### config.mk
export PLATFORM = sky130hd
export DESIGN_NAME = adc_result_port
export DESIGN_NICKNAME = d
export VERILOG_FILES = /design/src/hdl/adc_port_pkg.sv /design/src/hdl/pin_sync.sv /design/src/hdl/result_shifter.sv /design/src/hdl/adc_result_port.sv
export VERILOG_INCLUDE_DIRS = /design/src /design/src/hdl
export SDC_FILE = /design/constraint.sdc
export NUM_CORES = 1
export LEC_CHECK = 0
export CAP_MARGIN = 20
export CORE_UTILIZATION = 40
export CTS_BUF_LIST = sky130_fd_sc_hd__clkbuf_16
export CTS_CLUSTER_DIAMETER = 60
export CTS_CLUSTER_SIZE = 10
export DETAILED_ROUTE_END_ITERATION = 10
export DONT_BUFFER_PORTS = 1
export PLACE_DENSITY = 0.64
export SYNTH_ARGS = -nofsm -noshare
export SYNTH_HDL_FRONTEND = slang
export SYNTH_SLANG_ARGS = --single-unit
### constraint.sdc
create_clock -name clk_i -period 3.58 [get_ports clk_i]
set_input_delay 0.537 -clock clk_i [delete_from_list [all_inputs] [get_ports clk_i]]
set_output_delay 0.537 -clock clk_i [all_outputs]
set_load 0.01 [all_outputs]
### src/hdl/adc_port_regs.svh
// register offsets, field positions and timing counts of the result port
`ifndef ADC_PORT_REGS_SVH
`define ADC_PORT_REGS_SVH
`define CTRL_OFF 12'h000
`define SAMPLE_OFF 12'h004
`define STATUS_OFF 12'h008
`define CTRL_START_BIT 0
`define STAT_BUSY_BIT 0
`define STAT_SER_BIT 1
`define STAT_MASTER_BIT 2
`define STAT_FRAME_BIT 3
`define STAT_RDERR_BIT 4
`define STAT_MODE_LSB 5
`define SAMPLE_RESET 16'h0000
`define CLK_MHZ 50
`define CONV_WARP_NS 1000
`define CONV_NORMAL_NS 1250
`define CONV_IMPULSE_NS 1500
`define CONV_WARP_CYC ((`CONV_WARP_NS * `CLK_MHZ + 999) / 1000)
`define CONV_NORMAL_CYC ((`CONV_NORMAL_NS * `CLK_MHZ + 999) / 1000)
`define CONV_IMPULSE_CYC ((`CONV_IMPULSE_NS * `CLK_MHZ + 999) / 1000)
`define BITCLK_HALF_NS 40
`define BITCLK_HALF_CYC ((`BITCLK_HALF_NS * `CLK_MHZ + 999) / 1000)
`define FRAME_BITS 16
`define SYNC_W 20
`endif

### src/hdl/adc_port_pkg.sv
// types shared by the result port modules
`include "adc_port_regs.svh"
package adc_port_pkg;
  typedef enum logic [1:0] {CONV_IDLE, CONV_RUN, CONV_HOLD} conv_state_t;
  typedef enum logic {FRAME_IDLE, FRAME_SHIFT} frame_state_t;
  typedef enum logic [1:0] {MODE_NORMAL, MODE_WARP, MODE_IMPULSE} conv_mode_t;
  typedef struct packed {
    conv_state_t conv;
    logic [6:0] conv_cnt;
    logic [15:0] sample;
    logic [15:0] latched;
    frame_state_t frame;
    logic [4:0] bit_cnt;
    logic [4:0] half_cnt;
    logic phase;
    logic sclk_prev;
    logic cs_prev;
    logic chain_done;
    logic load;
    logic rderr;
    logic rderr_seen;
    logic [15:0] pin_out;
    logic [15:0] pin_oe;
    logic busy;
    logic [31:0] rdata;
    logic ready;
    logic slverr;
  } port_state_t;
  typedef struct packed {
    logic [15:0] bits;
  } shift_state_t;
  typedef struct packed {
    logic [`SYNC_W-1:0] ff1;
    logic [`SYNC_W-1:0] ff2;
    logic [`SYNC_W-1:0] ff3;
    logic [`SYNC_W-1:0] filt;
  } sync_state_t;
endpackage

### src/hdl/pin_sync.sv
// three-flop pin synchroniser with second/third agreement filter
`timescale 1ns/1ps
`default_nettype none
`include "adc_port_regs.svh"
module pin_sync (
  input wire logic clk_i,
  input wire logic sys_rst_i,
  input wire logic [`SYNC_W-1:0] pins_i,
  output logic [`SYNC_W-1:0] level_o
);
  adc_port_pkg::sync_state_t q;
  adc_port_pkg::sync_state_t n;
  always_comb
  begin
    n = q;
    n.ff1 = pins_i;
    n.ff2 = q.ff1;
    n.ff3 = q.ff2;
    // a change counts only once stages two and three agree
    n.filt = (~(q.ff2 ^ q.ff3) & q.ff3) | ((q.ff2 ^ q.ff3) & q.filt);
  end
  always_ff @(posedge clk_i)
  begin
    if (sys_rst_i)
      q <= '0;
    else
      q <= n;
  end
  assign level_o = q.filt;
endmodule // pin_sync
`default_nettype wire

### src/hdl/result_shifter.sv
// result shift register, msb out, chain bits enter at the lsb
`timescale 1ns/1ps
`default_nettype none
module result_shifter (
  input wire logic clk_i,
  input wire logic sys_rst_i,
  input wire logic load_i,
  input wire logic [15:0] value_i,
  input wire logic shift_i,
  input wire logic chain_i,
  output logic msb_o
);
  adc_port_pkg::shift_state_t q;
  adc_port_pkg::shift_state_t n;
  always_comb
  begin
    n = q;
    // load wins: a coinciding shift edge is dropped
    if (load_i)
      n.bits = value_i;
    else if (shift_i)
      n.bits = {q.bits[14:0], chain_i};
  end
  always_ff @(posedge clk_i)
  begin
    if (sys_rst_i)
      q <= '0;
    else
      q <= n;
  end
  assign msb_o = q.bits[15];
endmodule // result_shifter
`default_nettype wire

### src/hdl/adc_result_port.sv
// converter result port: parallel bus or serial port with apb control
`timescale 1ns/1ps
`default_nettype none
`include "adc_port_regs.svh"
module adc_result_port (
  input wire logic clk_i,
  input wire logic sys_rst_i,
  input wire logic psel_i,
  input wire logic penable_i,
  input wire logic pwrite_i,
  input wire logic [11:0] paddr_i,
  input wire logic [31:0] pwdata_i,
  output logic [31:0] prdata_o,
  output logic pready_o,
  output logic pslverr_o,
  input wire logic warp_i,
  input wire logic impulse_i,
  input wire logic port_type_sel_i,
  input wire logic cs_n_i,
  input wire logic [15:0] d_i,
  output logic [15:0] d_o,
  output logic [15:0] d_oe_o,
  output logic busy_o
);
  adc_port_pkg::port_state_t q;
  adc_port_pkg::port_state_t n;
  logic [`SYNC_W-1:0] sync_level;
  logic warp_s;
  logic impulse_s;
  logic port_type_sel;
  logic cs_n_s;
  logic [15:0] pins_s;
  logic clock_source_sel;
  logic frame_marker_polarity_sel;
  logic bit_clock_invert_sel;
  logic read_mode_or_chain_in;
  logic [1:0] bit_clock_divide_sel;
  logic sclk_s;
  logic master;
  logic serial_result_out;
  adc_port_pkg::conv_mode_t mode;
  logic [6:0] conv_last;
  logic [4:0] half_last;
  logic start;
  logic latch;
  logic frame_go;
  logic frame_abort;
  logic shift;
  logic sclk_edge;
  logic access;
  logic chain_bit;

  pin_sync u_sync (
    .clk_i(clk_i),
    .sys_rst_i(sys_rst_i),
    .pins_i({warp_i, impulse_i, port_type_sel_i, cs_n_i, d_i}),
    .level_o(sync_level)
  );

  assign {warp_s, impulse_s, port_type_sel, cs_n_s, pins_s} = sync_level;
  // shared pins mean configuration while the serial port is selected; the status master bit decodes pin 4 in both modes
  assign clock_source_sel = pins_s[4];
  assign frame_marker_polarity_sel = pins_s[5];
  assign bit_clock_invert_sel = pins_s[6];
  assign read_mode_or_chain_in = pins_s[7];
  assign sclk_s = pins_s[9];
  assign master = !clock_source_sel;
  assign bit_clock_divide_sel = (master && !read_mode_or_chain_in) ? pins_s[3:2] : 2'b00;
  assign chain_bit = master ? 1'b0 : read_mode_or_chain_in;

  always_comb
  begin
    if (warp_s && !impulse_s)
      mode = adc_port_pkg::MODE_WARP;
    else if (impulse_s && !warp_s)
      mode = adc_port_pkg::MODE_IMPULSE;
    else
      mode = adc_port_pkg::MODE_NORMAL;
  end

  always_comb
  begin
    unique case (mode)
      adc_port_pkg::MODE_WARP: conv_last = 7'(`CONV_WARP_CYC - 1);
      adc_port_pkg::MODE_NORMAL: conv_last = 7'(`CONV_NORMAL_CYC - 1);
      adc_port_pkg::MODE_IMPULSE: conv_last = 7'(`CONV_IMPULSE_CYC - 1);
    endcase
  end

  assign half_last = 5'((5'(`BITCLK_HALF_CYC) << bit_clock_divide_sel) - 5'h01);

  result_shifter u_shift (
    .clk_i(clk_i),
    .sys_rst_i(sys_rst_i),
    .load_i(q.load),
    .value_i(q.latched),
    .shift_i(shift),
    .chain_i(chain_bit),
    .msb_o(serial_result_out)
  );

  always_comb
  begin
    n = q;
    n.load = 1'b0;
    n.rderr = 1'b0;
    n.ready = 1'b1;
    start = 1'b0;
    latch = 1'b0;
    frame_go = 1'b0;
    frame_abort = 1'b0;
    shift = 1'b0;
    // setup phase stages read data and error for the access phase
    if (psel_i && !penable_i)
    begin
      n.slverr = 1'b0;
      n.rdata = 32'h0000_0000;
      unique case (paddr_i)
        `CTRL_OFF: n.rdata = 32'h0000_0000;
        `SAMPLE_OFF: n.rdata = {16'h0000, q.sample};
        `STATUS_OFF:
        begin
          n.rdata[`STAT_BUSY_BIT] = q.busy;
          n.rdata[`STAT_SER_BIT] = port_type_sel;
          n.rdata[`STAT_MASTER_BIT] = master;
          n.rdata[`STAT_FRAME_BIT] = (q.frame == adc_port_pkg::FRAME_SHIFT);
          n.rdata[`STAT_RDERR_BIT] = q.rderr_seen;
          n.rdata[`STAT_MODE_LSB +: 2] = mode;
        end
        default: n.slverr = 1'b1;
      endcase
    end
    access = psel_i && penable_i && q.ready;
    if (access && pwrite_i && !q.slverr)
    begin
      unique case (paddr_i)
        `CTRL_OFF: start = pwdata_i[`CTRL_START_BIT];
        `SAMPLE_OFF: n.sample = pwdata_i[15:0];
        `STATUS_OFF:
        begin
          if (pwdata_i[`STAT_RDERR_BIT])
            n.rderr_seen = 1'b0;
        end
        default: n.sample = q.sample;
      endcase
    end

    // conversion sequencer; a start while busy is ignored
    unique case (q.conv)
      adc_port_pkg::CONV_IDLE:
      begin
        if (start)
        begin
          n.conv = adc_port_pkg::CONV_RUN;
          n.conv_cnt = 7'h00;
          n.busy = 1'b1;
          if (port_type_sel && master && read_mode_or_chain_in
              && q.frame == adc_port_pkg::FRAME_IDLE)
          begin
            frame_go = 1'b1;
            // last frame emptied the shifter: reload the previous result
            n.load = 1'b1;
          end
        end
      end
      adc_port_pkg::CONV_RUN:
      begin
        if (q.conv_cnt == conv_last)
        begin
          // master frame still running: latching now would corrupt it
          if (port_type_sel && master && q.frame == adc_port_pkg::FRAME_SHIFT)
            n.conv = adc_port_pkg::CONV_HOLD;
          else
            latch = 1'b1;
        end
        else
          n.conv_cnt = q.conv_cnt + 7'h01;
      end
      adc_port_pkg::CONV_HOLD:
      begin
        if (q.frame == adc_port_pkg::FRAME_IDLE)
          latch = 1'b1;
      end
    endcase
    if (latch)
    begin
      n.conv = adc_port_pkg::CONV_IDLE;
      n.busy = 1'b0;
      n.load = 1'b1;
      n.latched = q.sample;
      if (port_type_sel && master && !read_mode_or_chain_in)
        frame_go = 1'b1;
      if (port_type_sel && !master && q.frame == adc_port_pkg::FRAME_SHIFT && !q.chain_done)
      begin
        n.rderr = 1'b1;
        frame_abort = 1'b1;
      end
    end
    // set wins over a software clear in the same cycle
    if (n.rderr)
      n.rderr_seen = 1'b1;

    // serial frame engine
    sclk_edge = bit_clock_invert_sel ? (q.sclk_prev && !sclk_s) : (!q.sclk_prev && sclk_s);
    n.sclk_prev = sclk_s;
    n.cs_prev = cs_n_s;
    unique case (q.frame)
      adc_port_pkg::FRAME_IDLE:
      begin
        if (frame_go || (port_type_sel && !master && q.cs_prev && !cs_n_s))
        begin
          n.frame = adc_port_pkg::FRAME_SHIFT;
          n.bit_cnt = 5'h00;
          n.half_cnt = 5'h00;
          n.phase = 1'b0;
          n.chain_done = 1'b0;
        end
      end
      adc_port_pkg::FRAME_SHIFT:
      begin
        if (master)
        begin
          if (q.half_cnt == half_last)
          begin
            n.half_cnt = 5'h00;
            n.phase = !q.phase;
            if (q.phase)
            begin
              shift = 1'b1;
              n.bit_cnt = q.bit_cnt + 5'h01;
              if (q.bit_cnt == 5'(`FRAME_BITS - 1))
                n.frame = adc_port_pkg::FRAME_IDLE;
            end
          end
          else
            n.half_cnt = q.half_cnt + 5'h01;
        end
        else if (cs_n_s)
          n.frame = adc_port_pkg::FRAME_IDLE;
        else if (sclk_edge)
        begin
          shift = 1'b1;
          if (q.bit_cnt == 5'(`FRAME_BITS - 1))
            n.chain_done = 1'b1;
          if (!q.chain_done)
            n.bit_cnt = q.bit_cnt + 5'h01;
        end
        if (frame_abort)
          n.frame = adc_port_pkg::FRAME_IDLE;
      end
    endcase

    // pin drive
    if (!port_type_sel)
    begin
      n.pin_out = n.latched;
      n.pin_oe = 16'hFFFF;
    end
    else
    begin
      n.pin_out = 16'h0000;
      n.pin_oe = 16'h0000;
      n.pin_out[8] = serial_result_out;
      n.pin_oe[8] = 1'b1;
      n.pin_out[9] = n.phase ^ bit_clock_invert_sel;
      n.pin_oe[9] = master;
      n.pin_out[10] = (master && n.frame == adc_port_pkg::FRAME_SHIFT)
                      ^ frame_marker_polarity_sel;
      n.pin_oe[10] = 1'b1;
      n.pin_out[11] = n.rderr;
      n.pin_oe[11] = !master;
    end
  end

  always_ff @(posedge clk_i)
  begin
    if (sys_rst_i)
    begin
      q <= '0;
      q.sample <= `SAMPLE_RESET;
    end
    else
      q <= n;
  end

  assign prdata_o = q.rdata;
  assign pready_o = q.ready;
  assign pslverr_o = q.slverr;
  assign d_o = q.pin_out;
  assign d_oe_o = q.pin_oe;
  assign busy_o = q.busy;
endmodule // adc_result_port
`default_nettype wire

# == After elaboration in Yosys (flattened, before gate mapping) ==
# Cells that the tools add are included.
# classes
n_addsub,4
eq_ne,24
shifts,1
mux,64
bitwise_logic,8
reduce_logical,52
# op_table
cell,count
2-to-1 mux 16 bit,3
AND 20 bit,2
2-to-1 mux 1 bit,35
2-to-1 mux 28 bit,1
2-to-1 mux 6 bit,4
case mux 12 bit (2 select lines),1
logical AND 1 bit,21
case mux 7 bit (3 select lines),1
2-to-1 mux 5 bit,4
inverter 20 bit,1
OR 20 bit,1
XOR 20 bit,1
2-to-1 mux 9 bit,2
case mux 9 bit (2 select lines),1
2-to-1 mux 2 bit,7
case mux 7 bit (2 select lines),1
equality test 12 x 3 -> 1 bit (second input constant),1
equality test 12 x 4 -> 1 bit (second input constant),1
zero test 12 bit,1
2-to-1 mux 12 bit,1
inequality test 2 bit (second input constant),6
zero test 1 bit,11
adder 5 x 1 -> 5 bit (second input constant),2
nonzero test 2 bit,5
25 further kinds,39
# totals
reg_bits,221
input_bits,69
output_inout_bits,67
elab_cells,178

# == Longest topological paths before layout ==
# logic_depth
ltp_word,16
depth_mapped,13
depth_no_buf,10

# == Cells and area by module ==
# A second synthesis with hierarchy kept.
# hier_totals
hier_cells,849
hier_area_um2,8451.9
# by_module_without_submodules
module,instances,cells_per_inst,area_per_inst_um2
adc_result_port,1,549,4732.0
pin_sync,1,229,2914.0
result_shifter,1,71,805.8

# == Least setup slack after synthesis ==
# Ideal clock, no wire load.
# synth_timing
kind,reg-to-reg
from,reg with a tool-made name
to,reg u_shift.q[1] (netlist bit)
setup_ps,128
t_arrival_ps,2392
slack_ps,1060
stages_incl_launch_ff,14
n_path_buf,3
synth_period_minus_slack_ps,2520
cell_sequence,dfxtp_1 -> buf_6 -> nor2_2 -> a211o_1 -> a2111oi_4 -> ha_1 -> nor2b_1 -> o21ai_0 -> buf_2 -> buf_4 -> mux2i_1 -> nor2_1 -> a21oi_1 -> nor2_1
# synth_lines
element,line,text
"end signal, assigned",result_shifter.sv:29,q <= n;
"end, declared",result_shifter.sv:13,adc_port_pkg::shift_state_t q;

==> metrics.md <==
| Metric | Value |
|---|---|
| Fillers | 1,597 |
| Multiplexer share of the synthesized area | 5.663% |
| Area added between synthesis and finish | 4.333% |
| Antenna-violating nets left | 0 |
| Crit end category | register |
| Asr flop ratio synth | 0% |
| Row count | 46 |
| Die Footprint | 0.01698 mm2 |
| Die Height | 130.3 um |
| Final Hold Fails | 0 |
| Top layer in use | met4 |
| Core area | 0.01600 mm2 |
| H-tree lvl count | 4 |
| Largest family of logic cells by synthesized area | simple AND/OR/NAND/NOR gates |
| Final HPWL DP | 9.100 mm |
| # setup viols final | 0 |
| Synth Area in Simple Gates | 21.36% |
| Number of detailed-route iterations in the first pass | 4 |
| Int Power | 2682 uW |
| Signal arrival time at the worst endpoint | 3.11 ns |
| Vias in the first global route | 4,326 |
| Xor/xnor cell area share of the yosys netlist | 0.9312% |
| Comb pwr share | 1.5% |
| Sequential Power Share | 51.5% |
| Final Routed Wirelength | 13.69 mm |
| Syn_area_per_cell | 9.031 um2 |
| Tot Pwr | 3477 uW |
| Required @ worst endpoint | 3.82 ns |
| DP Area | 0.006314 mm2 |
| DRC violations left | 0 |
| Predominant post-synthesis flop cell | dfxtp_1 |
| Sw Pwr | 795.1 uW |
| Post-synthesis cell count | 729 |
| Met2 wire length | 6.280 mm |
| Nets@finish | 748 |
| RSZ-0062 raised after global routing | no |
| VDD IR-drop max | 0.3459 mV |
| Netlist Area Pre-Place | 0.006584 mm2 |
| CTS tree | done |
| Synth Area in Compound Gates | 11.25% |
| Hold_ws | 0.1938 ns |
| F_max | 348.7 MHz |
| # resized after CTS | 0 |
| Final TNS setup | 0 ns |
| Io pins | 136 |
| YS warnings | 0 |
| Post-DR wirelength/cell | 15.26 um |
| Number of flops mapped to enable cells by yosys | 0 |
| Routed via count | 4,687 |
| Sw Share | 22.87% |
| Total of max-cap violations | 0 |
| Die width | 130.3 um |
| Dpl cells | 864 |
| Worst slew pin tran | 1.129 ns |
| GR Overflow Total | 0 |
| CTS Sinks | 157 |
| Initial antenna violation count | 0 |
| Unique masters post-synth | 58 |
| Wl on met1 | 6.177 mm |
| Slew Viols, Final | 0 |
| Rel. slew slack | 24.65% |
| #FFs+latches synth | 157 |
| Startpoint types | register |
| Final min period | 2.867 ns |
| Initial core utilization | 41.15% |
| LEAKAGE | 0.002542 uW |
| Number of port buffers | 0 |
| Final Cell Area | 0.006869 mm2 |
| Largest net degree at the start of global routing | 148 |
| Non-Filler Instances | 897 |
| Sequential area share after synthesis | 47.74% |
| Global-route wire length before repair | 21.31 mm |
| Total CTS buffers | 17 |
| Synth Area in Adders | 2.090% |
| Clock power frac | 47.0% |
| Clk buf depth | 2 |
| Clock-pin slew on the worst setup and hold paths | 0.06 ns |
| DR iter-0 viols | 277 |
| Status | completed |
| CTS Root Cell | clkbuf_16 |
| Worst-skew pair later-pin latency | 0.42 ns |
| Critical Path Fanout Max | 8 |
| ANT cells | 0 |
| Post-CTS Hold Fix Bufs | 0 |
| RD Place Congestion | 0.7921 |
| Vias per inst | 5.225 |
| Share of cells above drive strength 1 | 8.223% |
| CP Class | register to register |
| Global-route usage over all layers | 16.43% |
| Wire length on met3 | 1.051 mm |
| Post-CTS setup buffer count | 0 |
| Worst Clk Skew | 0.005202 ns |
| Fin crit share | 80.09% |
| Hold/Removal Path Class | input pin to register |
| PD cells | 506.1 mW/mm2 |
-- cell families (layout without fill, tap and decap cells) --
group,after synthesis,after routing
other,1,16
adders and majority gates,11,11
xor gates and xnor gates,7,7
DFF,157,157
buffers and inverters,119,56
and+or+nand+nor,281,281
AOI/OAI and AO/OA,116,116
muxes,37,37
-- critical path: stages, from the launching register on --
cell and delay (ns):
dfxtp_1 0.48, nor2_2 0.12, a211o_1 0.34, a2111oi_4 0.57
ha_1 0.34, mux2_2 0.28, a211oi_1 0.22, mux2i_1 0.10
o311ai_0 0.22
-- flip-flops by register name (all words and copies together) (netlist names), named ones only --
register,count
d_oe_o,4
u_sync.n,22
d_o,16
pready_o,1
pslverr_o,1
u_shift.q,16
q,58
busy_o,1
u_sync.q,11
prdata_o,16
-- power by group through the flow --
stage               logic [uW]  registers [uW]  clock network, uW
finish                    50.6            1790               1630
global route              56.8            1790               1740
CTS                       51.2            1790               1660
detailed placement        50.7            1830                  0
global placement          49.7            1830                  0
floorplan                  101            1820                  0
-- layer usage --
metal,up-vias,global-route usage [%]
met4,0,5.267
met3,14,5.576
met5,-,0
li1,2289,-
met1,2227,20.81
met2,157,26.19
-- synthesized netlist by cell type, types with 3 or more instances --
library cell  instances  area share, %
buf_1                 3           0.17
buf_4                67            7.6
nor2b_1              39            3.7
clkbuf_1             27            1.5
a311oi_1              3           0.40
buf_2                 4           0.30
a211oi_1              5           0.57
xor2_1                5           0.67
ha_1                 11            2.1
nand3b_1              3           0.34
inv_1                16           0.91
a221oi_1              7           0.93
nor4_1                4           0.38
nor3b_1               3           0.34
and2_1                5           0.48
nand4_1               7           0.67
o21ai_1               3           0.23
nor2_1               79            4.5
dfxtp_1             157             48
mux2i_1              35            5.3
a21oi_1              64            4.9
nor4bb_1              5           0.76
nor3_1               28            2.1
o21ai_0              16            1.2
nand2b_1              5           0.48
nand2_1              56            3.2
nand3_1              34            2.6
-- layout make-up --
cell class,count,area [um2],area share [%]
Timing Repair Buffer,8,67.56,0.9836
Inverter,16,60.06,0.8743
Tap cell,216,270.3,3.934
Multi-Input combinational cell,468,2788,40.58
Sequential cell,157,3143,45.76
Clock inverter,15,115.1,1.676
Clock buffer,17,425.4,6.193
-- cells in the final DEF (no fill, tap or decap), types with 3 or more instances in the layout --
master        n
o21ai_0      15
nand3_1      34
mux2i_1      35
nor2_1       79
a21oi_1      64
a211oi_1      5
nor4bb_1      5
o21ai_1       3
clkinv_4      4
a221oi_1      7
clkinvlp_4    4
buf_4         7
nor3_1       28
dfxtp_1     157
xor2_1        5
nand3b_1      3
a311oi_1      3
ha_1         11
nand4_1       7
nor4_1        4
nand2b_1      5
and2_1        5
conb_1       16
inv_6         4
nor2b_1      39
inv_1        16
clkbuf_16    17
clkinv_2      3
nand2_1      56
-- worst paths after layout --
kind	start	end	slack, ns	cells past startpoint
max	register	d_o[9]	0.71	8
min	sys_rst_i	u_sync.n[59]	0.19	1
max reg2reg	register	d_o[9]	0.71	8
min reg2reg	u_sync.n[44]	u_sync.n[24]	0.44	1
-- stage by stage --
| stage | worst slack, ns | util (%) |
|---|---|---|
| 4_1_cts | 0.6684 | 42.84 |
| 3_5_place_dp | 0.6900 | 39.46 |
| 6_report | 0.7126 | 42.93 |
| 3_3_place_gp | 0.7566 | 39.46 |
| 5_1_grt | 0.4630 | 42.93 |
| 2_1_floorplan | 1.060 | - |
No activity file was read; power rests on OpenSTA's default activity.
